===== src/design/clkg_placeholder_none.sv =====
`timescale 1ns/1ps
`default_nettype none
`default_nettype wire


===== src/design/clkg_pkg.sv =====
// Purpose: Shared constants and types of the clock generator control logic.
// Assumes: Core clock of 100 MHz; configuration bytes sit one per APB word.
// Notes:   Holds offsets, reset values, bit positions and the strap timing.
package clkg_pkg;

   // ==========================================================================
   // Timing
   // ==========================================================================
   localparam int unsigned CORE_CLK_MHZ = 100; // Core clock rate in MHz
   localparam int unsigned STRAP_TIME_US = 2000; // Strap window, 2 ms
   // Window length in core cycles
   localparam int unsigned STRAP_CYCLES_DEF = STRAP_TIME_US * CORE_CLK_MHZ;

   // ==========================================================================
   // Register map
   // ==========================================================================
   localparam int unsigned CFG_BYTES = 8; // Configuration bytes 0..7
   localparam logic [7:0] CFG_BASE_OFS = 8'h00; // Byte n at base plus 4n
   localparam logic [7:0] STATUS_OFS = 8'h20; // Read-only status word
   // Power-up values of configuration bytes 0..7
   localparam logic [7:0] CFG_RST [CFG_BYTES] = '{8'h04, 8'h0F, 8'h5F, 8'h37,
                                                  8'h00, 8'h13, 8'h00, 8'h00};

   // ==========================================================================
   // Field positions inside the configuration bytes
   // ==========================================================================
   localparam int unsigned B0_SEL0_BIT = 4; // SEL_2..SEL_0 at bits 6..4
   localparam int unsigned B0_HWSW_BIT = 3; // One selects software settings
   localparam int unsigned B0_SEL4_BIT = 2;
   localparam int unsigned B0_SEL3_BIT = 1; // Also the software spread enable
   localparam int unsigned B2_PCI1_BIT = 0; // PCI1..PCI5 at bits 0..4
   localparam int unsigned B2_PCI0_BIT = 6;
   localparam int unsigned B3_SEL48_BIT = 6; // Zero gives 24 MHz
   localparam int unsigned B3_USB_EN_BIT = 5;
   localparam int unsigned B3_SIO_EN_BIT = 4;
   localparam int unsigned B3_MEM_EN_BIT = 0; // Three groups of four, bits 0..2
   localparam int unsigned B5_REF_CLK_OUT0_BIT = 0;
   localparam int unsigned B5_REF_CLK_OUT1_BIT = 1;

   // ==========================================================================
   // Strap pins, in order of the strap vector
   // ==========================================================================
   localparam int unsigned STRAPS = 5;
   localparam int unsigned STRAP_FS0 = 0; // Ref output one
   localparam int unsigned STRAP_FS1 = 1; // Bus clock one
   localparam int unsigned STRAP_FS2 = 2; // USB reference output
   localparam int unsigned STRAP_FS3 = 3; // Super I/O output
   localparam int unsigned STRAP_MODE = 4; // Bus clock zero
   localparam logic MODE_CPU_STOP = 1'b0; // Shared pin is the stop input

   // Effective frequency selection
   typedef struct packed {
      logic sw; // Settings from software
      logic [4:0] code; // Selection code, strap codes in low four bits
      logic spread; // Spread modulation enabled
   } clkg_sel_t;

   // Read-only status word, 32 bits
   typedef struct packed {
      logic [16:0] rsvd;
      logic cpu_stopped;
      logic power_down_n;
      clkg_sel_t sel;
      logic mode;
      logic [3:0] fs;
      logic straps_done;
   } clkg_status_t;

endpackage


===== src/design/clkg_strap_timer.sv =====
// Purpose: Strap window timer and strap latch.
// Assumes: Supply-good level is synchronous to the core clock.
// Notes:   Latched bits clear only with the power-on reset.
`timescale 1ns/1ps
`default_nettype none
module clkg_strap_timer #(
   parameter int unsigned CYCLES = clkg_pkg::STRAP_CYCLES_DEF,
   parameter int unsigned WIDTH = clkg_pkg::STRAPS
) (
   input wire logic core_clk_i,
   input wire logic rstn_i,
   input wire logic por_ok_i,
   input wire logic [WIDTH-1:0] pins_i,
   output logic done_o,
   output logic [WIDTH-1:0] straps_o
);

   // ==========================================================================
   // Checks
   // ==========================================================================
   if (CYCLES < 1) begin : g_bad_cycles
      $error("strap window must last one cycle at least");
   end

   localparam int unsigned CNT_W = $clog2(CYCLES + 1);
   localparam logic [CNT_W-1:0] LAST = CNT_W'(CYCLES - 1);

   // ==========================================================================
   // State
   // ==========================================================================
   typedef struct packed {
      logic [CNT_W-1:0] cnt; // Cycles since supply good
      logic done; // Window over, pins are outputs
      logic [WIDTH-1:0] straps; // Latched pin levels
   } clkg_tmr_t;

   clkg_tmr_t s_q;
   clkg_tmr_t s_d;

   // Count while supply is good, latch once at the end
   always_comb begin
      s_d = s_q;
      if (!s_q.done) begin
         if (!por_ok_i) begin
            s_d.cnt = '0; // Supply fell below threshold, start over
         end else if (s_q.cnt == LAST) begin
            s_d.done = 1'b1;
            s_d.straps = pins_i;
         end else begin
            s_d.cnt = s_q.cnt + 1'b1;
         end
      end
      // Once done nothing resamples the straps
   end

   // Power-on reset is the only clear
   always_ff @(posedge core_clk_i) begin
      if (!rstn_i) begin
         s_q <= '0;
      end else begin
         s_q <= s_d;
      end
   end

   assign done_o = s_q.done;
   assign straps_o = s_q.straps;

endmodule
`default_nettype wire


===== src/design/clkg_out_gate.sv =====
// Purpose: Registered gating cells for groups of clock outputs.
// Assumes: Sources are sampled levels on the core clock.
// Notes:   A stopped output is held low, never left floating.
`timescale 1ns/1ps
`default_nettype none
module clkg_out_gate #(
   parameter int unsigned WIDTH = 6
) (
   input wire logic core_clk_i,
   input wire logic rstn_i,
   input wire logic [WIDTH-1:0] src_i,
   input wire logic [WIDTH-1:0] run_i,
   output logic [WIDTH-1:0] clk_o
);

   // ==========================================================================
   // Checks
   // ==========================================================================
   if (WIDTH < 1) begin : g_bad_width
      $error("gate group needs one output at least");
   end

   typedef struct packed {
      logic [WIDTH-1:0] out; // Gated levels
   } clkg_gate_t;

   clkg_gate_t s_q;
   clkg_gate_t s_d;

   // One cell per output
   for (genvar i = 0; i < WIDTH; i++) begin : g_cell
      always_comb begin
         s_d.out[i] = src_i[i] & run_i[i];
      end
   end

   // Outputs low from reset
   always_ff @(posedge core_clk_i) begin
      if (!rstn_i) begin
         s_q <= '0;
      end else begin
         s_q <= s_d;
      end
   end

   assign clk_o = s_q.out;

endmodule
`default_nettype wire


===== src/design/clkg_ctrl.sv =====
// Purpose: Strap, configuration and output control of the clock generator.
// Assumes: Synthesised clocks arrive as levels sampled on the core clock.
// Notes:   APB slave always ready; data and error settle in the setup cycle.
`timescale 1ns/1ps
`default_nettype none
module clkg_ctrl #(
   parameter int unsigned STRAP_CYCLES = clkg_pkg::STRAP_CYCLES_DEF,
   parameter int unsigned ADDR_W = 8,
   parameter int unsigned MEM_OUTS = 13,
   parameter int unsigned BUS_OUTS = 6
) (
   input wire logic core_clk_i,
   input wire logic rstn_i,
   // APB slave
   input wire logic [ADDR_W-1:0] paddr_i,
   input wire logic psel_i,
   input wire logic penable_i,
   input wire logic pwrite_i,
   input wire logic [31:0] pwdata_i,
   input wire logic [3:0] pstrb_i,
   output logic [31:0] prdata_o,
   output logic pready_o,
   output logic pslverr_o,
   // Supply and power management
   input wire logic por_ok_i,
   input wire logic power_down_n_i,
   // Clock sources
   input wire logic ref_clk_i,
   input wire logic mem_clk_in_i,
   input wire logic synth_cpu_clk_i,
   input wire logic synth_bus_clk_i,
   input wire logic synth_48_clk_i,
   input wire logic synth_24_clk_i,
   // CPU clocks
   output logic cpu_clk_true_o,
   output logic cpu_clk_comp_o,
   output logic cpu_clk_comp_oe_o,
   output logic chipset_cpu_clk_o,
   output logic chipset_cpu_clk_oe_o,
   // Memory fanout
   output logic [MEM_OUTS-1:0] mem_clk_fanout_o,
   // Bus clocks, the lowest two double as straps
   input wire logic [1:0] bus_clk_outs_i,
   output logic [BUS_OUTS-1:0] bus_clk_outs_o,
   output logic [BUS_OUTS-1:0] bus_clk_outs_oe_o,
   // USB reference, strap pin
   input wire logic usb_ref_clk_out_i,
   output logic usb_ref_clk_out_o,
   output logic usb_ref_clk_out_oe_o,
   // Super I/O clock, strap pin
   input wire logic superio_clk_out_i,
   output logic superio_clk_out_o,
   output logic superio_clk_out_oe_o,
   // Reference output one, strap pin
   input wire logic ref_clk_out1_i,
   output logic ref_clk_out1_o,
   output logic ref_clk_out1_oe_o,
   // Shared pin: reference output zero or stop input, active low
   input wire logic ref_clk_out0_i,
   output logic ref_clk_out0_o,
   output logic ref_clk_out0_oe_o,
   // Effective selection for the synthesiser
   output clkg_pkg::clkg_sel_t freq_sel_o,
   output logic straps_done_o
);

   // ==========================================================================
   // Checks
   // ==========================================================================
   if (ADDR_W < 8) begin : g_bad_addr
      $error("address must reach the status word");
   end
   if (MEM_OUTS != 13 || BUS_OUTS != 6) begin : g_bad_outs
      $error("enable grouping serves 13 memory and 6 bus outputs only");
   end

   // ==========================================================================
   // State
   // ==========================================================================
   typedef struct packed {
      logic [clkg_pkg::CFG_BYTES-1:0][7:0] cfg; // Configuration bytes
      logic [31:0] prdata; // Read data, loaded in setup
      logic pslverr; // Error, loaded in setup
      clkg_pkg::clkg_sel_t sel; // Effective selection
      logic cpu_t; // CPU true level
      logic cpu_c; // CPU complement level
      logic cpu_c_oe; // Complement driven
      logic cs_oe; // Open-drain pull-down active
      logic usb; // USB reference level
      logic sio; // Super I/O level
      logic ref_clk_out1; // Reference one level
      logic ref_clk_out0; // Reference zero level
   } clkg_ctrl_t;

   clkg_ctrl_t s_q;
   clkg_ctrl_t s_d;

   // ==========================================================================
   // Strap window
   // ==========================================================================
   logic [clkg_pkg::STRAPS-1:0] strap_pins; // Pin levels seen as inputs
   logic [clkg_pkg::STRAPS-1:0] straps; // Latched levels
   logic done; // Strap pins now outputs

   always_comb begin
      strap_pins = '0;
      strap_pins[clkg_pkg::STRAP_FS0] = ref_clk_out1_i;
      strap_pins[clkg_pkg::STRAP_FS1] = bus_clk_outs_i[1];
      strap_pins[clkg_pkg::STRAP_FS2] = usb_ref_clk_out_i;
      strap_pins[clkg_pkg::STRAP_FS3] = superio_clk_out_i;
      strap_pins[clkg_pkg::STRAP_MODE] = bus_clk_outs_i[0];
   end

   // Timer and latch
   clkg_strap_timer #(
      .CYCLES(STRAP_CYCLES),
      .WIDTH(clkg_pkg::STRAPS)
   ) u_strap (
      .core_clk_i(core_clk_i),
      .rstn_i(rstn_i),
      .por_ok_i(por_ok_i),
      .pins_i(strap_pins),
      .done_o(done),
      .straps_o(straps)
   );

   // ==========================================================================
   // Conditions
   // ==========================================================================
   logic [3:0] fs; // Frequency straps
   logic stop_pin; // Shared pin acts as stop input
   logic cpu_stop; // Stop asserted
   logic pd; // Power-down asserted
   logic [7:0] b0; // Byte 0 shorthand
   logic [7:0] b2; // Byte 2 shorthand
   logic [7:0] b3; // Byte 3 shorthand
   logic [7:0] b5; // Byte 5 shorthand

   always_comb begin
      fs = straps[clkg_pkg::STRAP_FS3:clkg_pkg::STRAP_FS0];
      // Until the latch the mode is unknown, so the pin stays an input only
      stop_pin = done && (straps[clkg_pkg::STRAP_MODE] == clkg_pkg::MODE_CPU_STOP);
      cpu_stop = stop_pin && !ref_clk_out0_i;
      pd = !power_down_n_i;
      b0 = s_q.cfg[0];
      b2 = s_q.cfg[2];
      b3 = s_q.cfg[3];
      b5 = s_q.cfg[5];
   end

   // ==========================================================================
   // Gated groups
   // ==========================================================================
   logic [MEM_OUTS-1:0] mem_src; // Memory copies
   logic [MEM_OUTS-1:0] mem_run; // Memory enables
   logic [BUS_OUTS-1:0] bus_src; // Bus copies
   logic [BUS_OUTS-1:0] bus_run; // Bus enables

   // Three enable groups of four; the last output has no disable bit
   always_comb begin
      mem_src = {MEM_OUTS{mem_clk_in_i}};
      mem_run = '0;
      for (int g = 0; g < 3; g++) begin
         mem_run[g*4 +: 4] = {4{b3[clkg_pkg::B3_MEM_EN_BIT + g]}};
      end
      mem_run[MEM_OUTS-1] = 1'b1;
      if (pd) begin
         mem_run = '0;
      end
   end

   // Bus clocks share one synthesised rate, picked by the selection
   always_comb begin
      bus_src = {BUS_OUTS{synth_bus_clk_i}};
      bus_run = '0;
      bus_run[0] = b2[clkg_pkg::B2_PCI0_BIT];
      bus_run[BUS_OUTS-1:1] = b2[clkg_pkg::B2_PCI1_BIT +: BUS_OUTS-1];
      if (pd) begin
         bus_run = '0;
      end
   end

   clkg_out_gate #(
      .WIDTH(MEM_OUTS)
   ) u_mem_gate (
      .core_clk_i(core_clk_i),
      .rstn_i(rstn_i),
      .src_i(mem_src),
      .run_i(mem_run),
      .clk_o(mem_clk_fanout_o)
   );

   clkg_out_gate #(
      .WIDTH(BUS_OUTS)
   ) u_bus_gate (
      .core_clk_i(core_clk_i),
      .rstn_i(rstn_i),
      .src_i(bus_src),
      .run_i(bus_run),
      .clk_o(bus_clk_outs_o)
   );

   // ==========================================================================
   // APB decode
   // ==========================================================================
   logic setup; // Setup cycle of a transfer
   logic access; // Access cycle, completes at once
   logic aligned; // Word aligned address
   logic hit_cfg; // Configuration byte addressed
   logic hit_status; // Status word addressed
   logic [2:0] idx; // Configuration byte index
   clkg_pkg::clkg_status_t status; // Live status word

   always_comb begin
      setup = psel_i && !penable_i;
      access = psel_i && penable_i;
      aligned = (paddr_i[1:0] == 2'h0);
      hit_cfg = aligned && (paddr_i[7:0] >= clkg_pkg::CFG_BASE_OFS) && (paddr_i[7:0] < clkg_pkg::STATUS_OFS)
                && ((paddr_i >> 8) == '0);
      hit_status = (paddr_i[7:0] == clkg_pkg::STATUS_OFS) && ((paddr_i >> 8) == '0);
      idx = paddr_i[4:2];
      status = '0;
      status.straps_done = done;
      status.fs = fs;
      status.mode = straps[clkg_pkg::STRAP_MODE];
      status.sel = s_q.sel;
      status.power_down_n = power_down_n_i;
      status.cpu_stopped = cpu_stop;
   end

   // ==========================================================================
   // Next state
   // ==========================================================================
   logic run_cpu; // CPU clocks running
   logic run_ref_clk_out0; // Shared pin used as output
   logic [4:0] sw_code; // Software selection code

   always_comb begin
      s_d = s_q;
      run_cpu = !pd && !cpu_stop;
      run_ref_clk_out0 = !stop_pin;
      sw_code = {b0[clkg_pkg::B0_SEL4_BIT], b0[clkg_pkg::B0_SEL3_BIT], b0[clkg_pkg::B0_SEL0_BIT +: 3]};

      // Bus answers: data and error settle in setup, hold through access
      if (setup) begin
         s_d.pslverr = !(hit_cfg || hit_status);
         s_d.prdata = '0;
         if (hit_cfg) begin
            s_d.prdata = {24'h0, s_q.cfg[idx]};
         end else if (hit_status) begin
            s_d.prdata = status;
         end
      end
      // Writes take effect at the access edge; status is read-only
      if (access && pwrite_i && hit_cfg && pstrb_i[0]) begin
         s_d.cfg[idx] = pwdata_i[7:0];
      end

      // Frequency selection
      if (b0[clkg_pkg::B0_HWSW_BIT]) begin
         s_d.sel.sw = 1'b1;
         s_d.sel.code = sw_code;
         s_d.sel.spread = b0[clkg_pkg::B0_SEL3_BIT];
      end else begin
         s_d.sel.sw = 1'b0;
         s_d.sel.code = {1'b0, fs};
         s_d.sel.spread = fs[3] & fs[2];
      end

      // CPU pair and open-drain chipset copy
      if (run_cpu) begin
         s_d.cpu_t = synth_cpu_clk_i;
         s_d.cpu_c = !synth_cpu_clk_i;
         s_d.cpu_c_oe = 1'b1;
         s_d.cs_oe = !synth_cpu_clk_i;
      end else begin
         // Power-down and stop both float the complement
         s_d.cpu_t = 1'b0;
         s_d.cpu_c = 1'b0;
         s_d.cpu_c_oe = 1'b0;
         s_d.cs_oe = 1'b1;
      end

      // Strap-pin clocks; power-down wins over enables
      s_d.usb = !pd && b3[clkg_pkg::B3_USB_EN_BIT] && synth_48_clk_i;
      s_d.sio = !pd && b3[clkg_pkg::B3_SIO_EN_BIT]
                && (b3[clkg_pkg::B3_SEL48_BIT] ? synth_48_clk_i : synth_24_clk_i);
      s_d.ref_clk_out1 = !pd && b5[clkg_pkg::B5_REF_CLK_OUT1_BIT] && ref_clk_i;
      s_d.ref_clk_out0 = !pd && run_ref_clk_out0 && b5[clkg_pkg::B5_REF_CLK_OUT0_BIT] && ref_clk_i;
   end

   // ==========================================================================
   // Registers
   // ==========================================================================
   always_ff @(posedge core_clk_i) begin
      if (!rstn_i) begin
         s_q <= '0;
         for (int i = 0; i < clkg_pkg::CFG_BYTES; i++) begin
            s_q.cfg[i] <= clkg_pkg::CFG_RST[i];
         end
      end else begin
         s_q <= s_d;
      end
   end

   // ==========================================================================
   // Outputs
   // ==========================================================================
   assign pready_o = 1'b1; // No wait states
   assign prdata_o = s_q.prdata;
   assign pslverr_o = s_q.pslverr;

   assign cpu_clk_true_o = s_q.cpu_t;
   assign cpu_clk_comp_o = s_q.cpu_c;
   assign cpu_clk_comp_oe_o = s_q.cpu_c_oe;
   assign chipset_cpu_clk_o = 1'b0; // Open drain only pulls low
   assign chipset_cpu_clk_oe_o = s_q.cs_oe;

   // Strap pins float until the latch; the first CPU cycle may be short
   // as outputs start mid-period
   assign bus_clk_outs_oe_o = {{(BUS_OUTS-2){1'b1}}, done, done};
   assign usb_ref_clk_out_o = s_q.usb;
   assign usb_ref_clk_out_oe_o = done;
   assign superio_clk_out_o = s_q.sio;
   assign superio_clk_out_oe_o = done;
   assign ref_clk_out1_o = s_q.ref_clk_out1;
   assign ref_clk_out1_oe_o = done;

   // Shared pin drives only once known to be an output
   assign ref_clk_out0_o = s_q.ref_clk_out0;
   assign ref_clk_out0_oe_o = done && !stop_pin;

   assign freq_sel_o = s_q.sel;
   assign straps_done_o = done;

endmodule
`default_nettype wire


===== config.mk =====
export PLATFORM = sky130hd
export DESIGN_NAME = clkg_ctrl
export DESIGN_NICKNAME = d
export VERILOG_FILES = /design/src/design/clkg_placeholder_none.sv /design/src/design/clkg_pkg.sv /design/src/design/clkg_strap_timer.sv /design/src/design/clkg_out_gate.sv /design/src/design/clkg_ctrl.sv
export SDC_FILE = /design/constraint.sdc
export NUM_CORES = 1
export LEC_CHECK = 0
export BUFFER_PORTS_ARGS = -buffer_cell sky130_fd_sc_hd__buf_2
export CAP_MARGIN = 20
export CORE_AREA = 2 2 94 141
export DETAILED_ROUTE_END_ITERATION = 8
export DIE_AREA = 0 0 96 143
export MAX_ROUTING_LAYER = met4
export PLACE_DENSITY_LB_ADDON = 0.08
export RECOVER_POWER = 50
export SLEW_MARGIN = 20
export SYNTH_ARGS = -nofsm -noshare
export SYNTH_HDL_FRONTEND = slang
export SYNTH_SLANG_ARGS = --single-unit

===== constraint.sdc =====
create_clock -name core_clk_i -period 2.2 [get_ports core_clk_i]
set_clock_uncertainty 0.1 [all_clocks]
set_input_delay 0 -clock core_clk_i [delete_from_list [all_inputs] [get_ports core_clk_i]]
set_output_delay 0 -clock core_clk_i [all_outputs]
set_load 0.1 [all_outputs]

==> results of run 1 <==
[worst max-delay path: stages (launching register included)]
cell and delay, ns:
dfxtp_1 0.33, or4b_1 0.49, or4_4 0.47, nor3_4 0.17
buf_4 0.18, mux2i_1 0.18, nor2_1 0.05
[cell families after synthesis]
kind of cell             Yosys count  share of synthesized area
other                              2                    0.00125
multiplexers                      60                      0.130
flip-flops                       129                      0.430
adder cells (fa/ha/maj)            2                    0.00417
AO/OA/AOI/OAI                    101                      0.101
AND/OR/NAND/NOR                  265                      0.217
buffers and inverters            115                      0.117
[cell usage in the layout, fill, tap and decap left out, types with 12 or more instances in the layout]
cell / instances
nand2_1: 116
clkbuf_16: 17
a21oi_1: 57
buf_4: 28
buf_2: 40
dfxtp_1: 126
mux4_2: 14
clkbuf_1: 53
nor2_1: 38
mux2i_1: 42
nand3_1: 31
conb_1: 23
and3_1: 12
dlygate4sd3_1: 30
[worst paths after layout]
path,end,slack [ns],from,cells after the start
worst max-delay path,u_strap.straps_o[2]$_SDFFE_PN0P_,0.1,u_strap.s_q[15]$_SDFFE_PN0P_,6
worst min-delay path,prdata_o[13]$_SDFFE_PN0P_,0.03,psel_i,4
worst max register to register,u_strap.straps_o[2]$_SDFFE_PN0P_,0.1,u_strap.s_q[15]$_SDFFE_PN0P_,6
worst min register to register,s_q[102]$_SDFFE_PN0P_,0.35,s_q[102]$_SDFFE_PN0P_,2
[registers in the layout, indices dropped and copies added, names as in the netlist, 7 cells and up]
signal and cells:
prdata_o 15, b5 8, s_q 32, b2 8
b0 8, freq_sel_o 7, b3 8, u_strap.s_q 18
[metrics by stage]
step,util,area (um^2)
floorplan,-,6080
global placement,0.506,6300
detailed placement,0.506,6300
CTS,0.583,7250
global route,0.577,7190
finish,0.577,7190
[cell type report]
class                   instances  area share
clock buffers                  20      0.0649
clock inverters                12      0.0251
inverters                       6     0.00313
multi-input cells             451       0.390
flip-flops and latches        129       0.360
well taps                     156      0.0272
repair buffers                153       0.130
[metal layers]
metal | up-vias | routed length, um
met1 | 2360 | 5910
met5 | - | 0
li1 | 2411 | -
met2 | 75 | 8350
met4 | 0 | 220
met3 | 19 | 407
[power breakdown]
part | leakage, uW | switching (uW) | total (uW) | internal, uW
Sequential | 0.00105 | 12.4 | 2380 | 2360
Clock | 0.000313 | 1040 | 3040 | 1990
Combinational | 0.00154 | 557 | 697 | 141
Total | 0.00290 | 1610 | 6110 | 4490
[timing repair]
| action | in CTS | in global routing |
|---|---|---|
| endpoints found under the setup margin | 1 | 21 |
| hold buffers | 30 | 0 |
| buffers inserted | 0 | 1 |
| pin swaps | 1 | 1 |
| hold endpoints to repair | 108 | 0 |
| resized for setup | 0 | 4 |
==> qor.yml, run 1 <==
global_route:
  antenna_found_initial: 0
  grt_pass1_vias: 4687
  grt_busiest_layer: "met2"
  grt_pass1_wl_um: 23500
  use_met1: 0.251
  grt_util_met2: 0.414
  grt_use_met3: 0.0480
  grt_usage: 0.232
  overflow: 0
  grt_max_degree: 52
place:
  port_buffers: 92
  placedCellCount: 864
  dpl.hpwl_um: 10700
  gp_congestion: 0.845
  dp_slack_ns: 0.0164
sta:
  whs_ns: 0.0276
  max_freq_mhz: 475
  rsz0062_at_grt: "false"
  setup_viol: 0
  report.final.slew_viol_count: 0
  worst_pin_slew_ns: 1.20
  min_period_ns: 2.10
  finalSetupTns_ns: 0
  slew_headroom: 0.202
  finalCritPeriodShare: 0.957
  fin_ws_ns: 0.0952
  finalHoldViolCount: 0
layout:
  seqCellArea_mm2: 0.00259
  num_antenna_cells: 0
  nFillCells: 1152
  drive_gt1_frac: 0.180
  multiInputGateArea_mm2: 0.00280
  fin_nets: 823
  layoutNonFillerInstCount: 927
  areaGrowthSynthToFinish_pct: 19.7
clock_network:
  cts_sinks: 129
  clkLatencyLatePin_ns: 0.41
  clkSlewWorstSetupHoldPaths_ns: 0.06
  cts_buffers: 17
  htreeDepth: 4
  cts_tree: "yes"
  cts_max_path_buffers: 2
  cts-root-buf: "clkbuf_16"
floorplan:
  ioPinCount: 143
  die-area_mm2: 0.0137
  core_mm2: 0.0124
  die_y_um: 143
  start_util: 0.482
  num_rows: 50
  fp.dieW_um: 96
power_and_ir_drop:
  p_per_area_mw_per_mm2: 850
  vdd_drop_max_uv: 564
  power_uw: 6110
  leakage_uw: 0.00290
yosys:
  synth_area_leaders: "dfxtp_1 43%, buf_4 7.5%, nand2_1 7.2%"
  syn_area_mm2: 0.00601
  syn-mean-instance-area_um2: 8.91
  yosysSeqAreaShare: 0.430
  yosysTopAreaCellShare: 0.430
  ys_warn_count: 0
  syn_inst: 674
  synth-seq-cells: 129
  synth-async-reset-ratio: 0
  yosysTopAreaCell: "dfxtp_1"
  synth_common_cells: "129 x dfxtp_1, 116 x nand2_1, 60 x buf_4, 57 x a21oi_1, 42 x mux2i_1"
  synth_cell_types: 57
  synth_edf_count: 0
  yosysMostFrequentCell: "dfxtp_1"
  synth_top_flop_cell: "dfxtp_1"
setup_path:
  cp_data_arrival_time_ns: 2.28
  required_ns: 2.37
  crit_fanout: 5
  start_kind: "flip-flop"
  path_class: "reg2reg"
  critPathCaptureType: "flip-flop"
run_status:
  run_status: "finished, final reports clean"
drt:
  drt_iter0_markers: 116
  drtPass1Iterations: 4
  via_per_inst: 5.25
  ant_nets: 0
  drc: 0
  via_count: 4865
  detail_route.wl_per_cell_um: 16.1
  totalWireLength_um: 14900
flow_run:
  max_cap_viol_count: 0
worst_hold_path:
  hp-class: "in2reg"
No activity file was read; power rests on OpenSTA's default activity.
==> inputs of run 2 (changes only) <==
==> constraint.sdc (replaced) <==
create_clock -name core_clk_i -period 2.2 [get_ports core_clk_i]
set_clock_uncertainty 0.1 [all_clocks]
set_input_delay 0.55 -clock core_clk_i [delete_from_list [all_inputs] [get_ports core_clk_i]]
set_output_delay 0.55 -clock core_clk_i [all_outputs]
set_load 0.1 [all_outputs]
==> run 2 against run 1 <==
The flow now finishes with violations (setup timing). Critical endpoint is now u_strap.s_q[9]$_SDFFE_PN0P_. Combinational power is 1% lower. Via count is 0.86% lower. Maximum frequency is 4.4% lower. Core utilization is 0.86 points lower. Sequential power hardly changed. First-iteration DRC count is 46% higher. Flip-flop and latch count stayed put. Die area stayed put.
==> qor.yml, run 2 (synthesis gave the netlist of run 1 again) <==
clock_network:
  cts_setup_buffers: 0
  clkLatencyLatePin_ns: 0.41
  cts-root-buf: "clkbuf_16"
  cts_sinks: 129
  cts_buffers: 17
  cts_max_path_buffers: 2
  cts_hold_buf: 0
  cts_tree: "yes"
  htreeDepth: 4
  clkSlewWorstSetupHoldPaths_ns: 0.06
global_route:
  grt_pass1_wl_um: 23800
  grt_max_degree: 52
  overflow: 0
  grt_pass1_vias: 4697
  antenna_found_initial: 0
  grt_usage: 0.236
drt:
  drc: 0
  detail_route.wl_per_cell_um: 16.2
  ant_nets: 0
  via_count: 4823
  drtPass1Iterations: 4
  totalWireLength_um: 14800
  via_per_inst: 5.29
  drt_iter0_markers: 169
power_and_ir_drop:
  power_uw: 5700
  vdd_drop_max_uv: 456
  leakage_uw: 0.00298
  p_per_area_mw_per_mm2: 806
setup_path:
  cp_top_family: "simple AND/OR/NAND/NOR gates"
  cp.buffers_inverters: 1
  start_kind: "flip-flop"
  crit_fanout: 13
  path_class: "reg2reg"
  cp_slowest_cell: "or4_4"
  slowest_delay_ns: 0.57
  required_ns: 2.39
  critPathCaptureType: "flip-flop"
  crit_chain: "or4b_1 > or4_4 > o21bai_4 > or2_4 > buf_12 > o32ai_1"
  cp_data_arrival_time_ns: 2.39
sta:
  slew_headroom: 0.452
  finalHoldViolCount: 0
  rsz0062_at_grt: "true"
  worst_pin_slew_ns: 0.821
  min_period_ns: 2.20
  setup_viol: 1
  max_freq_mhz: 454
  report.final.slew_viol_count: 0
  fin_ws_ns: -0.00106
  finalCritPeriodShare: 1.00
layout:
  final_cell_mix: "125 x dfxtp_1, 116 x nand2_1, 57 x a21oi_1, 46 x buf_2, 46 x clkbuf_2"
  num_antenna_cells: 0
  nFillCells: 1175
  fin_area_mm2: 0.00708
  mostFrequentLayoutCell: "dfxtp_1"
  fin_nets: 808
  drive_gt1_frac: 0.278
  areaGrowthSynthToFinish_pct: 17.9
  largest_reg_flops: 32
  max_flop_register: "s_q"
place:
  gp_congestion: 0.837
  placed_area_mm2: 0.00651
  dpl.hpwl_um: 11000
  port_buffers: 92
floorplan:
  fp.dieW_um: 96
  start_util: 0.482
  num_rows: 50
  die_y_um: 143
  die-area_mm2: 0.0137
  ioPinCount: 143
  core_mm2: 0.0124
worst_hold_path:
  hp-class: "in2reg"
flow_run:
  max_cap_viol_count: 0
run_status:
  violations: "setup timing"
  run_status: "finished with violations"
==> run 2: cell types whose count changed in the layout (fill, tap and decap cells not counted), moves of 3 or more <==
| cell | delta |
|---|---|
| clkbuf_2 | +45 |
| bufinv_16 | -3 |
| clkbuf_1 | -50 |
| clkinvlp_4 | +5 |
| buf_12 | +5 |
| buf_2 | +6 |
| dlygate4sd3_1 | -30 |
| buf_4 | +9 |
| clkbuf_8 | -3 |
==> run 2: timing repair <==
| action | in CTS | in global routing |
|---|---|---|
| setup endpoints to repair | 8 | 25 |
| gates resized for setup | 3 | 9 |
| pin swaps | 0 | 6 |
==> run 2: path summary, 6_finish.rpt <==
path,start,endpoint,slack (ns),cells past startpoint
max reg2reg,u_strap.s_q[13]$_SDFFE_PN0P_,u_strap.s_q[9]$_SDFFE_PN0P_,-0.001,6
min,synth_cpu_clk_i,cpu_clk_comp_o$_SDFF_PN0_,0.23,2
min reg2reg,s_q[97]$_SDFFE_PN0P_,s_q[97]$_SDFFE_PN0P_,0.35,2
max,u_strap.s_q[13]$_SDFFE_PN0P_,u_strap.s_q[9]$_SDFFE_PN0P_,-0.001,6
==> run 2: area by class of cell <==
cell class	instances	area [um^2]	share of cell area
multi-input cells	451	2840	0.401
clock inverters	14	134	0.0189
flip-flops and latches	129	2590	0.365
inverters	6	22.5	0.00318
clock buffers	18	429	0.0606
well taps	156	195	0.0276
repair buffers	138	873	0.123
==> run 2: power breakdown <==
part,internal (uW),total [uW],switching [uW]
clock,1570,2640,1080
sequential,2360,2370,12.5
combinational,132,689,556
total,4060,5700,1640
==> run 2: per-layer routing <==
layer	global-route usage	vias to the layer above	share of wire
met3	0.0528	24	0.030
met4	0.110	0	0.037
li1	-	2376	-
met5	-	-	0
met1	0.243	2320	0.37
met2	0.416	103	0.56
==> run 2: metrics by stage <==
step	worst slack (ns)	hold WS (ns)	utilization	instances	TNS, ns
6_report	-0.00106	0.234	0.569	912	-0.00106
3_3_place_gp	-0.391	0.334	0.523	880	-11.10
3_5_place_dp	-0.431	0.342	0.523	880	-13.07
2_1_floorplan	-0.00703	0.320	-	695	-0.0632
5_1_grt	-0.0675	0.219	0.569	912	-0.695
4_1_cts	0.00114	0.215	0.569	912	0
==> inputs of run 3 (changes only) <==
--- a/config.mk
+++ b/config.mk
@@ -5,11 +5,12 @@
 export SDC_FILE = /design/constraint.sdc
 export NUM_CORES = 1
 export LEC_CHECK = 0
+export ABC_AREA = 1
 export BUFFER_PORTS_ARGS = -buffer_cell sky130_fd_sc_hd__buf_2
 export CAP_MARGIN = 20
-export CORE_AREA = 2 2 94 141
+export CORE_AREA = 2 2 96 144
 export DETAILED_ROUTE_END_ITERATION = 8
-export DIE_AREA = 0 0 96 143
+export DIE_AREA = 0 0 98 146
 export MAX_ROUTING_LAYER = met4
 export PLACE_DENSITY_LB_ADDON = 0.08
 export RECOVER_POWER = 50
==> run 3 against run 2 <==
The run now ends clean. Area after synthesis increased by 4.1%. Worst setup slack improved by 0.19 ns. Critical path depth decreased by 3. Non-clock buffer count decreased by 26. Wire length increased by 13%. Design area decreased by 1.1%. Core utilization decreased by 2.8 points. Register-to-register slack improved by 0.35 ns. Via count increased by 13%. Global-route usage increased by 0.79 points. Largest power group unchanged.
==> qor.yml, run 3 <==
run_status:
  run_status: "finished, final reports clean"
floorplan:
  fp.dieW_um: 98
  die-area_mm2: 0.0143
  start_util: 0.483
  ioPinCount: 143
  num_rows: 51
  die_y_um: 146
  core_mm2: 0.0130
layout:
  areaGrowthSynthToFinish_pct: 12.0
  max_flop_register: "s_q"
  drive_gt1_frac: 0.185
  mostFrequentLayoutCell: "nand2_1"
  largest_reg_flops: 32
  final_cell_mix: "148 x nand2_1, 128 x dfxtp_1, 106 x inv_1, 91 x buf_2, 86 x a21oi_1"
  num_antenna_cells: 0
  fin_nets: 954
  finish.utilization: 0.541
flow_run:
  max_cap_viol_count: 0
clock_network:
  cts_setup_buffers: 0
  clkSlewWorstSetupHoldPaths_ns: 0.06
  cts-root-buf: "clkbuf_16"
  cts_sinks: 129
  cts_buffers: 17
  cts_tree: "yes"
  htreeDepth: 4
  cts_hold_buf: 0
  cts_max_path_buffers: 2
  clkLatencyLatePin_ns: 0.41
  ctsResizeCount: 0
yosys:
  synth-async-reset-ratio: 0
  yosysSeqAreaShare: 0.413
  yosysMostFrequentCell: "nand2_1"
  synth_common_cells: "148 x nand2_1, 129 x dfxtp_1, 105 x inv_1, 86 x a21oi_1, 74 x o21ai_0"
  yosysTopAreaCell: "dfxtp_1"
  synth_area_leaders: "dfxtp_1 41%, nand2_1 8.9%, buf_4 7.4%"
  synth_edf_count: 0
  syn_inst: 829
  syn_area_mm2: 0.00625
  synth-seq-cells: 129
  syn-mean-instance-area_um2: 7.54
  synth_top_flop_cell: "dfxtp_1"
  yosysTopAreaCellShare: 0.413
  ys_warn_count: 0
  synth_cell_types: 38
place:
  dpl.hpwl_um: 12500
  dp_slack_ns: 0.138
  gp_congestion: 0.950
  port_buffers: 92
setup_path:
  start_kind: "flip-flop"
  critPathCaptureType: "primary output"
  required_ns: 1.55
  path_class: "reg2out"
  reg2reg_depth: 10
  cp_data_arrival_time_ns: 1.36
  crit_fanout: 10
global_route:
  antenna_found_initial: 0
  grt_pass1_wl_um: 27100
  grt_pass1_vias: 5213
  overflow: 0
  grt_usage: 0.244
  grt_max_degree: 42
drt:
  drt-met1-wl_um: 6960
  ant_nets: 0
  drtPass1Iterations: 5
  wl_met2_um: 8410
  totalWireLength_um: 16700
  detail_route.wl_per_cell_um: 15.7
  highest_layer: "met4"
  via_count: 5434
  via_per_inst: 5.12
  dr_wl_met3_um: 779
  drt_iter0_markers: 225
  drc: 0
sta:
  setup_viol: 0
  finalCritPeriodShare: 0.914
  finalHoldViolCount: 0
  max_freq_mhz: 497
  slew_headroom: 0.489
  fin_ws_ns: 0.189
  whs_ns: 0.221
  worst_pin_slew_ns: 0.767
  report.final.slew_viol_count: 0
  min_period_ns: 2.01
  rsz0062_at_grt: "false"
  finalSetupTns_ns: 0
power_and_ir_drop:
  leakage_uw: 0.00316
  p_per_area_mw_per_mm2: 826
  vdd_drop_max_uv: 433
worst_hold_path:
  hold_depth: 2
  hp-class: "in2reg"
-- run 3: changes by cell type in the layout (fill, tap and decap cells not counted), moves of 14 or more --
cell	before	now
inv_1	5	106
o21ai_0	8	76
clkbuf_2	46	0
buf_2	46	91
mux2i_1	42	0
nand2_1	116	148
o211ai_1	4	35
a21oi_1	57	86
buf_4	37	13
mux4_2	14	0
-- run 3: layout make-up --
| type | instances | area, um^2 |
|---|---|---|
| clock buffer | 21 | 460 |
| clock inverter | 11 | 105 |
| fill | 1344 | 5950 |
| inverter | 112 | 420 |
| multi-input combinational | 517 | 2600 |
| sequential | 129 | 2580 |
| tap | 159 | 199 |
| timing repair buffer | 112 | 632 |
-- run 3: worst max-delay path, stage by stage (launching register included) --
cell and delay, ns:
dfxtp_2 0.41, nand2_1 0.07, inv_1 0.05, buf_2 0.41
-- run 3: power breakdown --
group	switching, uW	internal, uW	leakage (uW)	total [uW]
clock	1070	1620	0.000266	2690
sequential	12.5	2360	0.00104	2380
combinational	608	114	0.00185	722
-- run 3: logic make-up after synthesis --
kind of cell / after synthesis / share of synthesized area
and+or+nand+nor: 268 / 0.202
AOI/OAI and AO/OA: 219 / 0.202
buffers and inverters: 204 / 0.171
DFF: 129 / 0.413
xor gates and xnor gates: 5 / 0.00701
adders and majority gates: 2 / 0.00400
other: 2 / 0.00120
-- run 3: worst paths after layout --
path	start	end	slack, ns
worst min register to register	s_q[111]$_SDFFE_PN0P_	s_q[111]$_SDFFE_PN0P_	0.34
worst max-delay path	u_strap.done_o$_SDFF_PN0_	ref_clk_out0_oe_o	0.19
worst max register to register	u_strap.s_q[6]$_SDFFE_PN0P_	u_strap.s_q[15]$_SDFFE_PN0P_	0.35
worst min-delay path	synth_cpu_clk_i	cpu_clk_comp_o$_SDFF_PN0_	0.22
-- run 3: per-stage QoR --
stage | cell area (um^2) | std cells | power, uW
floorplan | 6330 | 850 | 3050
global placement | 6530 | 1029 | 3150
detailed placement | 6530 | 1029 | 3160
CTS | 7100 | 1061 | 5830
global route | 7000 | 1061 | 5960
finish | 7000 | 1061 | 5790
-- run 3: metal layers --
layer / track usage / vias to the layer above
met5: - / -
met1: 0.289 / 2482
met3: 0.0418 / 27
met4: 0.105 / 0
met2: 0.405 / 175
li1: - / 2750
